File: src/smart_card_consts.vh
/*
 * constants of the smart card interface control block: pin vector layout,
 * reset values, supply level codes and timing counts.
 * assumes the includer runs on a single 250 MHz reference clock.
 */
`ifndef SMART_CARD_CONSTS_VH
`define SMART_CARD_CONSTS_VH

// synchronised pin vector layout
`define PIN_W 19
`define PIN_CS 0
`define PIN_VSA 1
`define PIN_VSB 2
`define PIN_ACT_N 3
`define PIN_DVA 4
`define PIN_DVB 5
`define PIN_HRST 6
`define PIN_CARD_PRESENCE_INPUT_N 7
`define PIN_CARD_PRESENCE_INPUT 8
`define PIN_OCP 9
`define PIN_OTP 10
`define PIN_UVP 11
`define PIN_CLKSRC 12
`define PIN_HOST 13
`define PIN_CARD 16
`define PIN_RESET 19'h7E088

// latched control layout
`define CTL_VSA 0
`define CTL_VSB 1
`define CTL_ACT_N 2
`define CTL_DVA 3
`define CTL_DVB 4
`define CTL_HRST 5
`define CTL_RESET 6'h04

// card supply level codes
`define SUPPLY_OFF 2'h0
`define SUPPLY_3V 2'h1
`define SUPPLY_5V 2'h2
`define SUPPLY_1V8 2'h3

// timing
`define REF_CLK_MHZ 250
`define DEBOUNCE_MS 8
// 8 ms at 250 MHz, sized to the 21-bit debounce counter
`define DEBOUNCE_CYCLES 21'h1E8480
`define DEBOUNCE_W 21
`define STEP_NS 1000
`define STEP_CYCLES ((`STEP_NS * `REF_CLK_MHZ) / 1000)
`define RELAY_GUARD 2'h3

`endif

File: src/card_clock_divider.v
/*
 * card clock divider: follows the synchronised clock source, divided by
 * 1, 2, 4 or 8. assumes src_i is already synchronised to clk_i.
 */
`timescale 1ns/10ps
module card_clock_divider (
	input wire clk_i,
	input wire srst_i,
	input wire src_i,
	input wire run_i,
	input wire force_low_i,
	input wire [1:0] ratio_sel_i,
	output wire clk_o
);

reg src_prev_reg;
reg [1:0] cnt_reg;
reg [1:0] ratio_reg;
reg out_reg;
reg [1:0] lim;
wire rise = src_i & ~src_prev_reg;

always @* begin
	case (ratio_reg)
	2'h2: lim = 2'h1;
	2'h3: lim = 2'h3;
	default: lim = 2'h0;
	endcase
end

////////////////////////////////////////////////////////////////////////
always @(posedge clk_i) begin
	if (srst_i) begin
		src_prev_reg <= 1'b0;
		cnt_reg <= 2'h0;
		ratio_reg <= 2'h0;
		out_reg <= 1'b0;
	end else begin
		src_prev_reg <= src_i;
		if (force_low_i) begin
			out_reg <= 1'b0;
			cnt_reg <= 2'h0;
			ratio_reg <= ratio_sel_i;
		end else begin
			// new ratio only while low and between periods
			if (!out_reg && cnt_reg == 2'h0)
				ratio_reg <= ratio_sel_i;
			if (ratio_reg == 2'h0) begin
				// divide by one; start only on a source rise so a
				// ratio change or a start never cuts a high phase
				out_reg <= rise ? run_i : (src_i & out_reg);
			end else if (rise) begin
				if (cnt_reg == lim) begin
					cnt_reg <= 2'h0;
					if (out_reg || run_i)
						out_reg <= ~out_reg;
				end else begin
					cnt_reg <= cnt_reg + 2'h1;
				end
			end
		end
	end
end

assign clk_o = out_reg;

endmodule

File: src/smart_card_interface_control.v
/*
 * smart card interface control: chip select latching, presence debounce,
 * activation sequencer, fault deactivation, interrupt and io relays.
 * assumes one 250 MHz clock; every pin is asynchronous to it.
 */
`timescale 1ns/10ps
`include "smart_card_consts.vh"
module smart_card_interface_control #(
	parameter [20:0] DEBOUNCE_CYCLES = `DEBOUNCE_CYCLES
) (
	input wire REF_CLK_I,
	input wire SRST_I,
	input wire CHIP_SELECT_I,
	input wire SUPPLY_SELECT_A_I,
	input wire SUPPLY_SELECT_B_I,
	input wire ACTIVATION_REQUEST_N_I,
	input wire DIVIDER_SELECT_A_I,
	input wire DIVIDER_SELECT_B_I,
	input wire HOST_RESET_IN_I,
	input wire CARD_PRESENCE_INPUT_N_I,
	input wire CARD_PRESENCE_INPUT_I,
	input wire OVERCURRENT_FAULT_I,
	input wire OVERTEMP_FAULT_I,
	input wire UNDERVOLTAGE_FAULT_I,
	input wire CLOCK_SOURCE_IN_I,
	input wire [2:0] HOST_LINE_I,
	output wire [2:0] HOST_LINE_O,
	output wire [2:0] HOST_LINE_OE_O,
	input wire [2:0] CARD_LINE_I,
	output wire [2:0] CARD_LINE_O,
	output wire [2:0] CARD_LINE_OE_O,
	output wire [1:0] CARD_SUPPLY_OUT_O,
	output wire CARD_CLOCK_OUT_O,
	output wire CARD_RESET_OUT_O,
	output wire CARD_PRESENT_O,
	output wire INTERRUPT_N_O
);

localparam S_OFF = 4'h0;
localparam S_ACT_VCC = 4'h1;
localparam S_ACT_IO = 4'h2;
localparam S_ACT_CLK = 4'h3;
localparam S_ACTIVE = 4'h4;
localparam S_DE_RST = 4'h5;
localparam S_DE_CLK = 4'h6;
localparam S_DE_IO = 4'h7;
localparam integer STEP_LAST_I = `STEP_CYCLES - 1;

wire [7:0] step_last = STEP_LAST_I[7:0];
wire [20:0] debounce_last = DEBOUNCE_CYCLES - 21'h1;
wire [`PIN_W-1:0] pin_raw = {CARD_LINE_I, HOST_LINE_I, CLOCK_SOURCE_IN_I,
	UNDERVOLTAGE_FAULT_I, OVERTEMP_FAULT_I, OVERCURRENT_FAULT_I,
	CARD_PRESENCE_INPUT_I, CARD_PRESENCE_INPUT_N_I, HOST_RESET_IN_I,
	DIVIDER_SELECT_B_I, DIVIDER_SELECT_A_I, ACTIVATION_REQUEST_N_I,
	SUPPLY_SELECT_B_I, SUPPLY_SELECT_A_I, CHIP_SELECT_I};

reg [`PIN_W-1:0] meta_reg;
reg [`PIN_W-1:0] sync_reg;
reg [5:0] ctl_reg;
reg act_prev_reg;
reg [`DEBOUNCE_W-1:0] deb_cnt_reg;
reg present_reg;
reg present_prev_reg;
reg fault_prev_reg;
reg int_n_reg;
reg [3:0] state_reg;
reg [7:0] step_cnt_reg;
reg vcc_on_reg;
reg io_en_reg;
reg clk_run_reg;
reg rst_rel_reg;
reg [1:0] supply_reg;
reg card_rst_reg;
wire card_clk;

////////////////////////////////////////////////////////////////////////
// two-stage synchronisers for every pin
always @(posedge REF_CLK_I) begin
	if (SRST_I) begin
		meta_reg <= `PIN_RESET;
		sync_reg <= `PIN_RESET;
	end else begin
		meta_reg <= pin_raw;
		sync_reg <= meta_reg;
	end
end

wire deselect = sync_reg[`PIN_CS];
wire undervolt = sync_reg[`PIN_UVP];
wire hw_fault = sync_reg[`PIN_OCP] | sync_reg[`PIN_OTP] | undervolt;
wire fault = hw_fault | ~present_reg;
wire request_fall = act_prev_reg & ~ctl_reg[`CTL_ACT_N];
wire step_done = (step_cnt_reg == step_last);
// withdrawn request or any fault ends the session
wire deact = fault | ctl_reg[`CTL_ACT_N];

////////////////////////////////////////////////////////////////////////
// control latch: transparent while selected, frozen while deselected
always @(posedge REF_CLK_I) begin
	if (SRST_I) begin
		ctl_reg <= `CTL_RESET;
		act_prev_reg <= 1'b1;
	end else begin
		if (!deselect)
			ctl_reg <= sync_reg[`PIN_HRST:`PIN_VSA];
		act_prev_reg <= ctl_reg[`CTL_ACT_N];
	end
end

////////////////////////////////////////////////////////////////////////
// presence: either pin may report a card; the unused one is tied idle
wire raw_present = ~sync_reg[`PIN_CARD_PRESENCE_INPUT_N] | sync_reg[`PIN_CARD_PRESENCE_INPUT];

always @(posedge REF_CLK_I) begin
	if (SRST_I) begin
		deb_cnt_reg <= {`DEBOUNCE_W{1'b0}};
		present_reg <= 1'b0;
	end else if (!raw_present) begin
		// removal is taken at once so deactivation is not delayed
		deb_cnt_reg <= {`DEBOUNCE_W{1'b0}};
		present_reg <= 1'b0;
	end else if (!present_reg) begin
		if (deb_cnt_reg == debounce_last)
			present_reg <= 1'b1;
		else
			deb_cnt_reg <= deb_cnt_reg + 21'h1;
	end
end

////////////////////////////////////////////////////////////////////////
// interrupt: low on presence change or new fault, released by next
// activation request; an event in the release cycle keeps it low
always @(posedge REF_CLK_I) begin
	if (SRST_I) begin
		present_prev_reg <= 1'b0;
		fault_prev_reg <= 1'b0;
		int_n_reg <= 1'b1;
	end else begin
		present_prev_reg <= present_reg;
		fault_prev_reg <= hw_fault;
		if ((present_reg != present_prev_reg) || (hw_fault && !fault_prev_reg))
			int_n_reg <= 1'b0;
		else if (request_fall)
			int_n_reg <= 1'b1;
	end
end

////////////////////////////////////////////////////////////////////////
// activation and deactivation sequencer
always @(posedge REF_CLK_I) begin
	if (SRST_I) begin
		state_reg <= S_OFF;
		step_cnt_reg <= 8'h00;
		vcc_on_reg <= 1'b0;
		io_en_reg <= 1'b0;
		clk_run_reg <= 1'b0;
		rst_rel_reg <= 1'b0;
	end else begin
		step_cnt_reg <= step_done ? step_cnt_reg : step_cnt_reg + 8'h01;
		case (state_reg)
		S_OFF: begin
			if (request_fall && present_reg && !hw_fault) begin
				vcc_on_reg <= 1'b1;
				step_cnt_reg <= 8'h00;
				state_reg <= S_ACT_VCC;
			end
		end
		S_ACT_VCC, S_ACT_IO, S_ACT_CLK, S_ACTIVE: begin
			if (deact) begin
				rst_rel_reg <= 1'b0;
				step_cnt_reg <= 8'h00;
				state_reg <= S_DE_RST;
			end else if (step_done && state_reg != S_ACTIVE) begin
				step_cnt_reg <= 8'h00;
				state_reg <= state_reg + 4'h1;
				if (state_reg == S_ACT_VCC)
					io_en_reg <= 1'b1;
				if (state_reg == S_ACT_IO)
					clk_run_reg <= 1'b1;
				if (state_reg == S_ACT_CLK)
					rst_rel_reg <= 1'b1;
			end
		end
		S_DE_RST: begin
			if (step_done) begin
				clk_run_reg <= 1'b0;
				step_cnt_reg <= 8'h00;
				state_reg <= S_DE_CLK;
			end
		end
		S_DE_CLK: begin
			// wait for the divider to park low before freezing io
			if (step_done && !card_clk) begin
				io_en_reg <= 1'b0;
				step_cnt_reg <= 8'h00;
				state_reg <= S_DE_IO;
			end
		end
		S_DE_IO: begin
			if (step_done) begin
				vcc_on_reg <= 1'b0;
				state_reg <= S_OFF;
			end
		end
		default: state_reg <= S_OFF;
		endcase
	end
end

////////////////////////////////////////////////////////////////////////
// card supply and reset; the latch keeps them during deselect
always @(posedge REF_CLK_I) begin
	if (SRST_I) begin
		supply_reg <= `SUPPLY_OFF;
		card_rst_reg <= 1'b0;
	end else begin
		if (undervolt || !vcc_on_reg)
			supply_reg <= `SUPPLY_OFF;
		else if (!ctl_reg[`CTL_VSB])
			supply_reg <= `SUPPLY_3V;
		else if (ctl_reg[`CTL_VSA])
			supply_reg <= `SUPPLY_1V8;
		else
			supply_reg <= `SUPPLY_5V;
		card_rst_reg <= ~undervolt & rst_rel_reg & ctl_reg[`CTL_HRST];
	end
end

card_clock_divider u_divider (
	.clk_i(REF_CLK_I),
	.srst_i(SRST_I),
	.src_i(sync_reg[`PIN_CLKSRC]),
	.run_i(clk_run_reg),
	.force_low_i(undervolt),
	.ratio_sel_i({ctl_reg[`CTL_DVB], ctl_reg[`CTL_DVA]}),
	.clk_o(card_clk)
);

////////////////////////////////////////////////////////////////////////
// io relays: the first side to pull low owns the line until it lets
// go; a guard period then hides our own echo through the synchronisers
localparam R_IDLE = 2'h0;
localparam R_H2C = 2'h1;
localparam R_C2H = 2'h2;
localparam R_GUARD = 2'h3;

wire link_ok = io_en_reg & ~undervolt & ~deselect;
wire card_park = vcc_on_reg & ~io_en_reg & ~undervolt;

genvar i;
generate
	for (i = 0; i < 3; i = i + 1) begin : relay
		reg [1:0] st_reg;
		reg [1:0] st_next;
		reg [1:0] guard_reg;
		reg host_oe_reg;
		reg card_oe_reg;
		wire host_in = sync_reg[`PIN_HOST + i];
		wire card_in = sync_reg[`PIN_CARD + i];

		always @* begin
			st_next = st_reg;
			case (st_reg)
			R_IDLE: begin
				// a disabled link waits in guard: the parked card
				// line would otherwise echo low when io is enabled
				if (!link_ok)
					st_next = R_GUARD;
				else if (!host_in)
					st_next = R_H2C;
				else if (!card_in)
					st_next = R_C2H;
			end
			R_H2C: if (!link_ok || host_in) st_next = R_GUARD;
			R_C2H: if (!link_ok || card_in) st_next = R_GUARD;
			R_GUARD: if (link_ok && guard_reg == `RELAY_GUARD)
				st_next = R_IDLE;
			default: st_next = R_IDLE;
			endcase
		end

		always @(posedge REF_CLK_I) begin
			if (SRST_I) begin
				st_reg <= R_IDLE;
				guard_reg <= 2'h0;
				host_oe_reg <= 1'b0;
				card_oe_reg <= 1'b0;
			end else begin
				st_reg <= st_next;
				guard_reg <= (st_reg == R_GUARD && link_ok) ?
					guard_reg + 2'h1 : 2'h0;
				host_oe_reg <= (st_next == R_C2H) & link_ok;
				card_oe_reg <= ((st_next == R_H2C) & link_ok) | card_park;
			end
		end

		assign HOST_LINE_OE_O[i] = host_oe_reg;
		assign CARD_LINE_OE_O[i] = card_oe_reg;
	end
endgenerate

// lines are only ever pulled low; the pull-ups supply the high level
assign HOST_LINE_O = 3'h0;
assign CARD_LINE_O = 3'h0;
assign CARD_SUPPLY_OUT_O = supply_reg;
assign CARD_CLOCK_OUT_O = card_clk;
assign CARD_RESET_OUT_O = card_rst_reg;
assign CARD_PRESENT_O = present_reg;
assign INTERRUPT_N_O = int_n_reg;

endmodule

File: config.mk
export PLATFORM = sky130hd
export DESIGN_NAME = smart_card_interface_control
export DESIGN_NICKNAME = d
export VERILOG_FILES = /design/src/card_clock_divider.v /design/src/smart_card_interface_control.v
export VERILOG_INCLUDE_DIRS = /design/src
export SDC_FILE = /design/constraint.sdc
export NUM_CORES = 1
export LEC_CHECK = 0
export ABC_AREA = 1
export BUFFER_PORTS_ARGS = -buffer_cell sky130_fd_sc_hd__buf_2
export CAP_MARGIN = 20
export CORE_MARGIN = 2
export CORE_UTILIZATION = 25
export CTS_BUF_LIST = sky130_fd_sc_hd__clkbuf_4
export CTS_CLUSTER_DIAMETER = 120
export DETAILED_ROUTE_END_ITERATION = 8
export HOLD_SLACK_MARGIN = 0.08
export MAX_ROUTING_LAYER = met4
export SLEW_MARGIN = 5
export SYNTH_ARGS = -nofsm -noshare
export SYNTH_HDL_FRONTEND = slang
export SYNTH_SLANG_ARGS = --single-unit
File: constraint.sdc
create_clock -name REF_CLK_I -period 2 [get_ports REF_CLK_I]
set_clock_uncertainty 0.15 [all_clocks]
set_input_delay 0.3 -clock REF_CLK_I [delete_from_list [all_inputs] [get_ports REF_CLK_I]]
set_output_delay 0.3 -clock REF_CLK_I [all_outputs]
set_load 0.01 [all_outputs]
After elaboration in Yosys (flattened, before gate mapping)
Cells that the tools add are included.
{"block": "classes", "bitwise_logic": 38, "addsub": 7, "n_eq_ne": 41, "n_mux": 65, "reduce_logical": 58}
{"operator": "2-to-1 mux 8 bit", "count": 6}
{"operator": "2-to-1 mux 2 bit", "count": 21}
{"operator": "one-hot mux 8 bit (4 select lines)", "count": 1}
{"operator": "== test 2 bit (second input constant)", "count": 14}
{"operator": "2-to-1 mux 4 bit", "count": 6}
{"operator": "one-hot mux 2 bit (4 select lines)", "count": 3}
{"operator": "2-to-1 mux 1 bit", "count": 23}
{"operator": "adder 21 x 1 -> 21 bit (second input constant)", "count": 1}
{"operator": "== test 21 bit (second input constant)", "count": 1}
{"operator": "one-hot mux 4 bit (5 select lines)", "count": 1}
{"operator": "nonzero test 2 bit", "count": 10}
{"operator": "== test 4 x 3 -> 1 bit (second input constant)", "count": 4}
{"operator": "inequality test 2 bit (second input constant)", "count": 8}
{"operator": "bitwise AND 1 bit", "count": 15}
{"operator": "inverter 1 bit", "count": 15}
{"operator": "AND reduction 5 bit", "count": 3}
{"operator": "== test 2 x 1 -> 1 bit (second input constant)", "count": 6}
{"operator": "logical AND 1 bit", "count": 12}
{"operator": "OR reduction 2 bit", "count": 6}
{"operator": "zero test 2 bit", "count": 5}
{"operator": "logical OR 1 bit", "count": 9}
{"operator": "AND reduction 3 bit", "count": 3}
{"operator": "adder 2 x 1 -> 2 bit (second input constant)", "count": 4}
{"operator": "adder 8 x 1 -> 8 bit (second input constant)", "count": 1}
{"operator": "other kinds (16)", "count": 31}
{"block": "word_totals", "ff_bits": 113}

Longest topological paths before layout
{"block": "logic_depth", "word_depth": 10, "ltp_mapped": 13, "ltp_nobuf": 13}

Hierarchy
Synthesis repeated with hierarchy kept, for this count alone.
{"block": "hier_totals", "hier_cells": 690, "hier_area_um2": 5072.4}
{"module": "smart_card_interface_control", "n_inst": 1, "area_each_um2": 4722.0, "cells_each": 635}
{"module": "card_clock_divider", "n_inst": 1, "area_each_um2": 350.3, "cells_each": 55}

Worst setup path before layout
OpenSTA, ideal clock, no wires.
{"block": "synth_path", "path_kind": "register -> register", "startpoint": "register deb_cnt_reg[0]", "endpoint": "register deb_cnt_reg[13]", "t_required_ns": 1.784, "arrival_time_ns": 1.548, "setup_ns": 0.066, "path_stages_with_launch": 9, "slack_ns": 0.235, "path_cell_list": "dfxtp_1 -> ha_1 -> nand3_2 -> nor2_4 -> nand3_2 -> o21ai_4 -> buf_6 -> nand2_1 -> a21oi_2"}
{"block": "synth_between", "elab_chain_cells": 3, "word_cells_on_any_way": 4, "classes_between": "1 x add/sub; 1 x eq/ne; 1 x bitwise; 1 x reduce/logical"}
{"item": "start, declared", "line": "smart_card_interface_control.v:61", "source": "reg [`DEBOUNCE_W-1:0] deb_cnt_reg;"}
{"item": "start signal, assigned", "line": "smart_card_interface_control.v:116", "source": "deb_cnt_reg <= {`DEBOUNCE_W{1'b0}};"}
{"item": "start signal, assigned", "line": "smart_card_interface_control.v:120", "source": "deb_cnt_reg <= {`DEBOUNCE_W{1'b0}};"}
{"item": "start signal, assigned", "line": "smart_card_interface_control.v:126", "source": "deb_cnt_reg <= deb_cnt_reg + 21'h1;"}
{"item": "branches (longest 3 deep; another with adder 21 x 1 -> 21 bit)"}
Parallel ways; which one is timed is not known.
A chain may end at the register's enable or synchronous reset.

Worst setup path in the final report
{"block": "layout_path", "startpoint": "register step_cnt_reg[1]", "endpoint": "register step_cnt_reg[0]"}
{"block": "layout_between", "elab_chain_cells": 5, "word_cells_on_any_way": 10, "classes_between": "1 x eq/ne; 7 x mux; 2 x reduce/logical"}
{"item": "start, declared", "line": "smart_card_interface_control.v:67", "source": "reg [7:0] step_cnt_reg;"}
{"item": "start signal, assigned", "line": "smart_card_interface_control.v:159", "source": "step_cnt_reg <= step_done ? step_cnt_reg : step_cnt_reg + 8'h01;"}
{"item": "== test 8 bit (*)", "line": "smart_card_interface_control.v:93", "source": "wire step_done = (step_cnt_reg == step_last);"}
{"item": "2-to-1 mux 8 bit / logical AND 1 bit (equally long branches)", "line": "smart_card_interface_control.v:159, smart_card_interface_control.v:173"}
{"item": "2-to-1 mux 8 bit", "line": "smart_card_interface_control.v:173", "source": "end else if (step_done && state_reg != S_ACTIVE) begin"}
{"item": "2-to-1 mux 8 bit", "line": "smart_card_interface_control.v:169", "source": "if (deact) begin"}
{"item": "one-hot mux 8 bit (4 select lines) (*)", "line": "smart_card_interface_control.v:160", "source": "case (state_reg)"}
Every way passes the cells marked *; elsewhere a longest branch is shown, timed or not.

==> results.md <==
Synthesis:
- Synthesis produced a netlist whose cell count is about 670.
- The share of the Yosys chip area taken by registers is 0.453.
- Yosys printed 0 warnings.
- The total standard cell area after synthesis is roughly 5000 um2.
- Among all flip-flop cells after synthesis, the most frequent one is dfxtp_1.
- The mux contribution to synthesized area is 0.
- Of the post-synthesis cell area, the dominant cell type holds 0.453.
- The simple-gate portion of the synthesized area is 0.281.
- The proportion of synthesized flip-flops having asynchronous set or reset is 0.
- Yosys mapped the design onto 39 distinct sky130hd cell types.
- Of the total synthesized cell area, the portion taken by full adders, half adders and majority gates is 0.0301.
- Yosys attributes the largest share of cell area to dfxtp_1 (45%), nand2_1 (9.4%), nor2_1 (8.3%).
- The post-synthesis xor/xnor area fraction is 0.0351.
- The complex-gate fraction of the synthesized area is 0.101.
- Counting flops with a built-in enable in the synthesized netlist gives 0.
- Averaged over all synthesized cells, the footprint is between 7 and 8 um2.
- The cell accounting for the most synthesized area is dfxtp_1.
- After synthesis, the largest family of logic cells by area is simple AND/OR/NAND/NOR gates.
- The number of register bits inferred by synthesis is 113.

Routing:
- The routed design has about 11000 um of wire.
- In the routed layout, each cell is associated on average with a via count of 4.16.
- The number of design-rule violations left by the first detailed-router iteration is around 300.
- The detailed router placed roughly 4.3k vias in this run.
- The count of unresolved DRC violations after routing is 0.
- The remaining number of nets flagged by the antenna check after routing is 0.
- The post-detailed-route wirelength per cell is between 10 and 15 um.
- Before antenna repair, the detailed router went through 4 iterations.

Floorplanning:
- The die is 145 um tall.
- The initial utilization of the core area, before any placement, comes to 0.255.
- 39 I/O pins were placed.
- The standard-cell row count is a little over 50.
- The total die area is 21100 um2.
- The core region is 19500 um2.
- The die span in x is roughly 150 um.

Final layout:
- The final net count is between 700 and 800.
- The area of the multi-input gates is approximately 2300 um2.
- The register with the most flip-flops in the layout has 21 of them.
- The sequential cells in the finished layout cover a total of roughly 2300 um2.
- Of the cells placed in the final design, the portion with a size suffix greater than 1 is 0.184.
- The area added between synthesis and finish is 25.5%.
- The final cell area excluding filler cells is 6260 um2.
- For this run, the share of the core covered by cells in the final layout is 0.321.
- The antenna cell count is 0.
- The number of filler instances in the final layout is roughly 2.1k.

STA:
- The max-slew violation total from the final report is 0.
- Setup repair after global routing could not meet its margin everywhere.
- The worst pin sits at a relative slew slack of 0.618.
- Of the available clock period, the critical path in the final layout requires 0.927.
- The worst path setup slack after routing is approximately 0.15 ns.
- For the pin with the worst max-slew slack, the measured transition is about 0.57 ns.
- The number of hold violations in the final report is 0.
- Setup violations remaining at the end of the flow were counted as 0.
- Derived from the worst setup path, the maximum achievable clock frequency is roughly 0.54 GHz.
- Counting I/O delays and the setup requirement, the final critical path takes approximately 1.9 ns.

Clock network:
- The TritonCTS clock tree is built.
- The H-tree was split into 4 levels.
- The cell at the root of the clock tree is clkbuf_4.
- The tree built by TritonCTS fans out to 113 sinks.
- Counting the buffers created by CTS gives 17.
- The maximum buffer depth of the clock tree is 2.
- At the later pin of the worst-skew pair, clock insertion delay measures about 0.54 ns.
- After clock tree synthesis, the clock-pin slew on the worst setup and hold paths is 0.11 ns.

Placement:
- The congestion estimate from routability-driven global placement came to 0.895.
- The instance area after placement is around 5600 um2.
- The half-perimeter wire length after placement is 7930 um.
- The count of buffers from port buffering is 32.
- At the placement stage, the worst setup path has a slack of -0.105 ns.

Power and ir drop:
- VDD sags by at most a little under 0.0003 V.
- The fraction of power consumed by sequential logic is 0.519.
- Of the total power, the share spent switching nets is 0.264.
- The fraction of power consumed by the clock network is 0.399.
- Overall power consumption after layout is estimated at between 4 and 5 mW.
- The share of total power dissipated in combinational logic is 0.082.
- For this design the static power due to leakage is between 2 and 3 nW.
- The internal power summed over all cells is between 3 and 4 mW.
- The net switching component of the power is 1.21 mW.
- In this run the power density over the cells is ~730 nW/um2.

Critical path:
- The critical path class is reg -> reg.
- The data required time of the worst path is around 2.3 ns.
- On the worst path, the slowest cell contributes a delay of between 0.3 and 0.4 ns.
- Along the worst path, the maximum fanout reaches 4.
- The most numerous cell on the critical path is inv_1.
- The element type at the critical path start is a flop.
- Data on the critical path arrives at its endpoint at 2.14 ns.
- The worst setup path is captured at a flop.
- Walking the worst path, the cells encountered are inv_1 > ha_1 > inv_1 > nor2_2 > nand2_1 > ha_1 > inv_1 > nand3_1 > nand2_1 > inv_1 > nand4_1 > nand2_1 > inv_1.
- The slowest stage of the critical path is the dfxtp_1 cell.

Hold path:
- The class of the most critical hold timing path is reg -> reg.

Global route:
- For this run, the total global-route usage over all layers was measured as 0.111.
- For this run the aggregate overflow at the end of global routing stands at 0.
- The wire length of the first global-routing pass is around 18000 um.
- The number of antenna violations at the first check in global routing came to 0.
- Entering global routing, the biggest net connects 32 pins.
- The via count of the first global-routing pass was ~4.0k.

Job:
- Across the run, the number of max-cap violations was 0.

Status:
- The flow ran to the end, and the final reports show no timing, DRC or antenna violations.
==> final timing paths <==
path | start | cells past startpoint | slack (ns) | endpoint
max reg2reg | step_cnt_reg[1]$_SDFF_PP0_ | 13 | 0.15 | step_cnt_reg[0]$_SDFF_PP0_
min reg2reg | meta_reg[0]$_SDFF_PP0_ | 2 | 0.25 | sync_reg[0]$_SDFF_PP0_
min | meta_reg[0]$_SDFF_PP0_ | 2 | 0.25 | sync_reg[0]$_SDFF_PP0_
max | step_cnt_reg[1]$_SDFF_PP0_ | 13 | 0.15 | step_cnt_reg[0]$_SDFF_PP0_
==> stage by stage <==
| stage | cells | hold WS (ns) | TNS [ns] |
|---|---|---|---|
| 6_report | 1041 | 0.250 | 0 |
| 5_1_grt | 1041 | 0.270 | -0.0363 |
| 3_5_place_dp | 977 | 0.244 | -0.641 |
| 3_3_place_gp | 977 | 0.242 | -0.127 |
| 4_1_cts | 1041 | 0.247 | 0 |
| 2_1_floorplan | 674 | 0.238 | 0 |
==> placed cells by master (no fill, tap or decap), drive strengths merged, types with 8 or more instances in the layout <==
master,n
nand2,129
nor2,114
dfxtp,113
inv,92
buf,64
nand3,39
o21ai,37
a21oi,37
dlygate4sd3,32
clkbuf,17
or2,16
ha,12
xnor2,10
xor2,10
nor3,10
nand4,8
==> worst max-delay path: cells and delay by family (launching register included) <==
family	cells	cell delay, ns
adders and majority gates	2	0.44
DFF	1	0.35
and+or+nand+nor	6	0.54
buffers and inverters	5	0.25
==> cell type report <==
cell class,count,area share
clock buffers,17,0.0204
clock inverters,15,0.0290
inverters,89,0.0533
multi-input cells,446,0.366
flip-flops and latches,113,0.362
well taps,265,0.0529
repair buffers,96,0.117
==> logic make-up after synthesis <==
kind of cell | after synthesis
other | 1
AND/OR/NAND/NOR | 322
flip-flops | 113
XOR/XNOR | 20
buffers and inverters | 115
adder cells (fa/ha/maj) | 12
AO/OA/AOI/OAI | 85
==> Yosys cell counts, types with 4 or more instances <==
| library cell | n |
|---|---|
| buf_2 | 6 |
| xnor2_1 | 10 |
| a21oi_2 | 10 |
| nor2_1 | 110 |
| nand3_1 | 36 |
| nand2_2 | 4 |
| o21ai_0 | 35 |
| a21oi_1 | 27 |
| buf_4 | 12 |
| nand4_1 | 8 |
| nand2_1 | 125 |
| clkbuf_1 | 5 |
| nor3_1 | 9 |
| ha_1 | 12 |
| xor2_1 | 10 |
| dfxtp_1 | 113 |
| inv_1 | 86 |
| or2_2 | 16 |
| nand3b_1 | 4 |
==> routing by layer <==
layer / track usage / share of wire
met5: - / 0
met4: 0.0407 / 0.012
met3: 0.0358 / 0.033
met2: 0.167 / 0.45
met1: 0.140 / 0.51
==> power groups by stage <==
stage	sequential (mW)	combinational, mW	clock, mW
2_1_floorplan	2.42	0.246	0
4_1_cts	2.38	0.374	1.91
3_5_place_dp	2.43	0.326	0
5_1_grt	2.39	0.432	2.01
3_3_place_gp	2.43	0.320	0
6_report	2.38	0.377	1.83
==> repair_timing <==
item                                    in CTS  in global routing
buffers inserted                             0                  0
endpoints found under the setup margin      20                 12
hold buffers                                32                  0
resized for setup                            1                 11
gates cloned                                 0                  0
hold endpoints to repair                    41                  0
pin swaps                                    0                  2
Note: power is estimated with default switching activity, not from simulation.
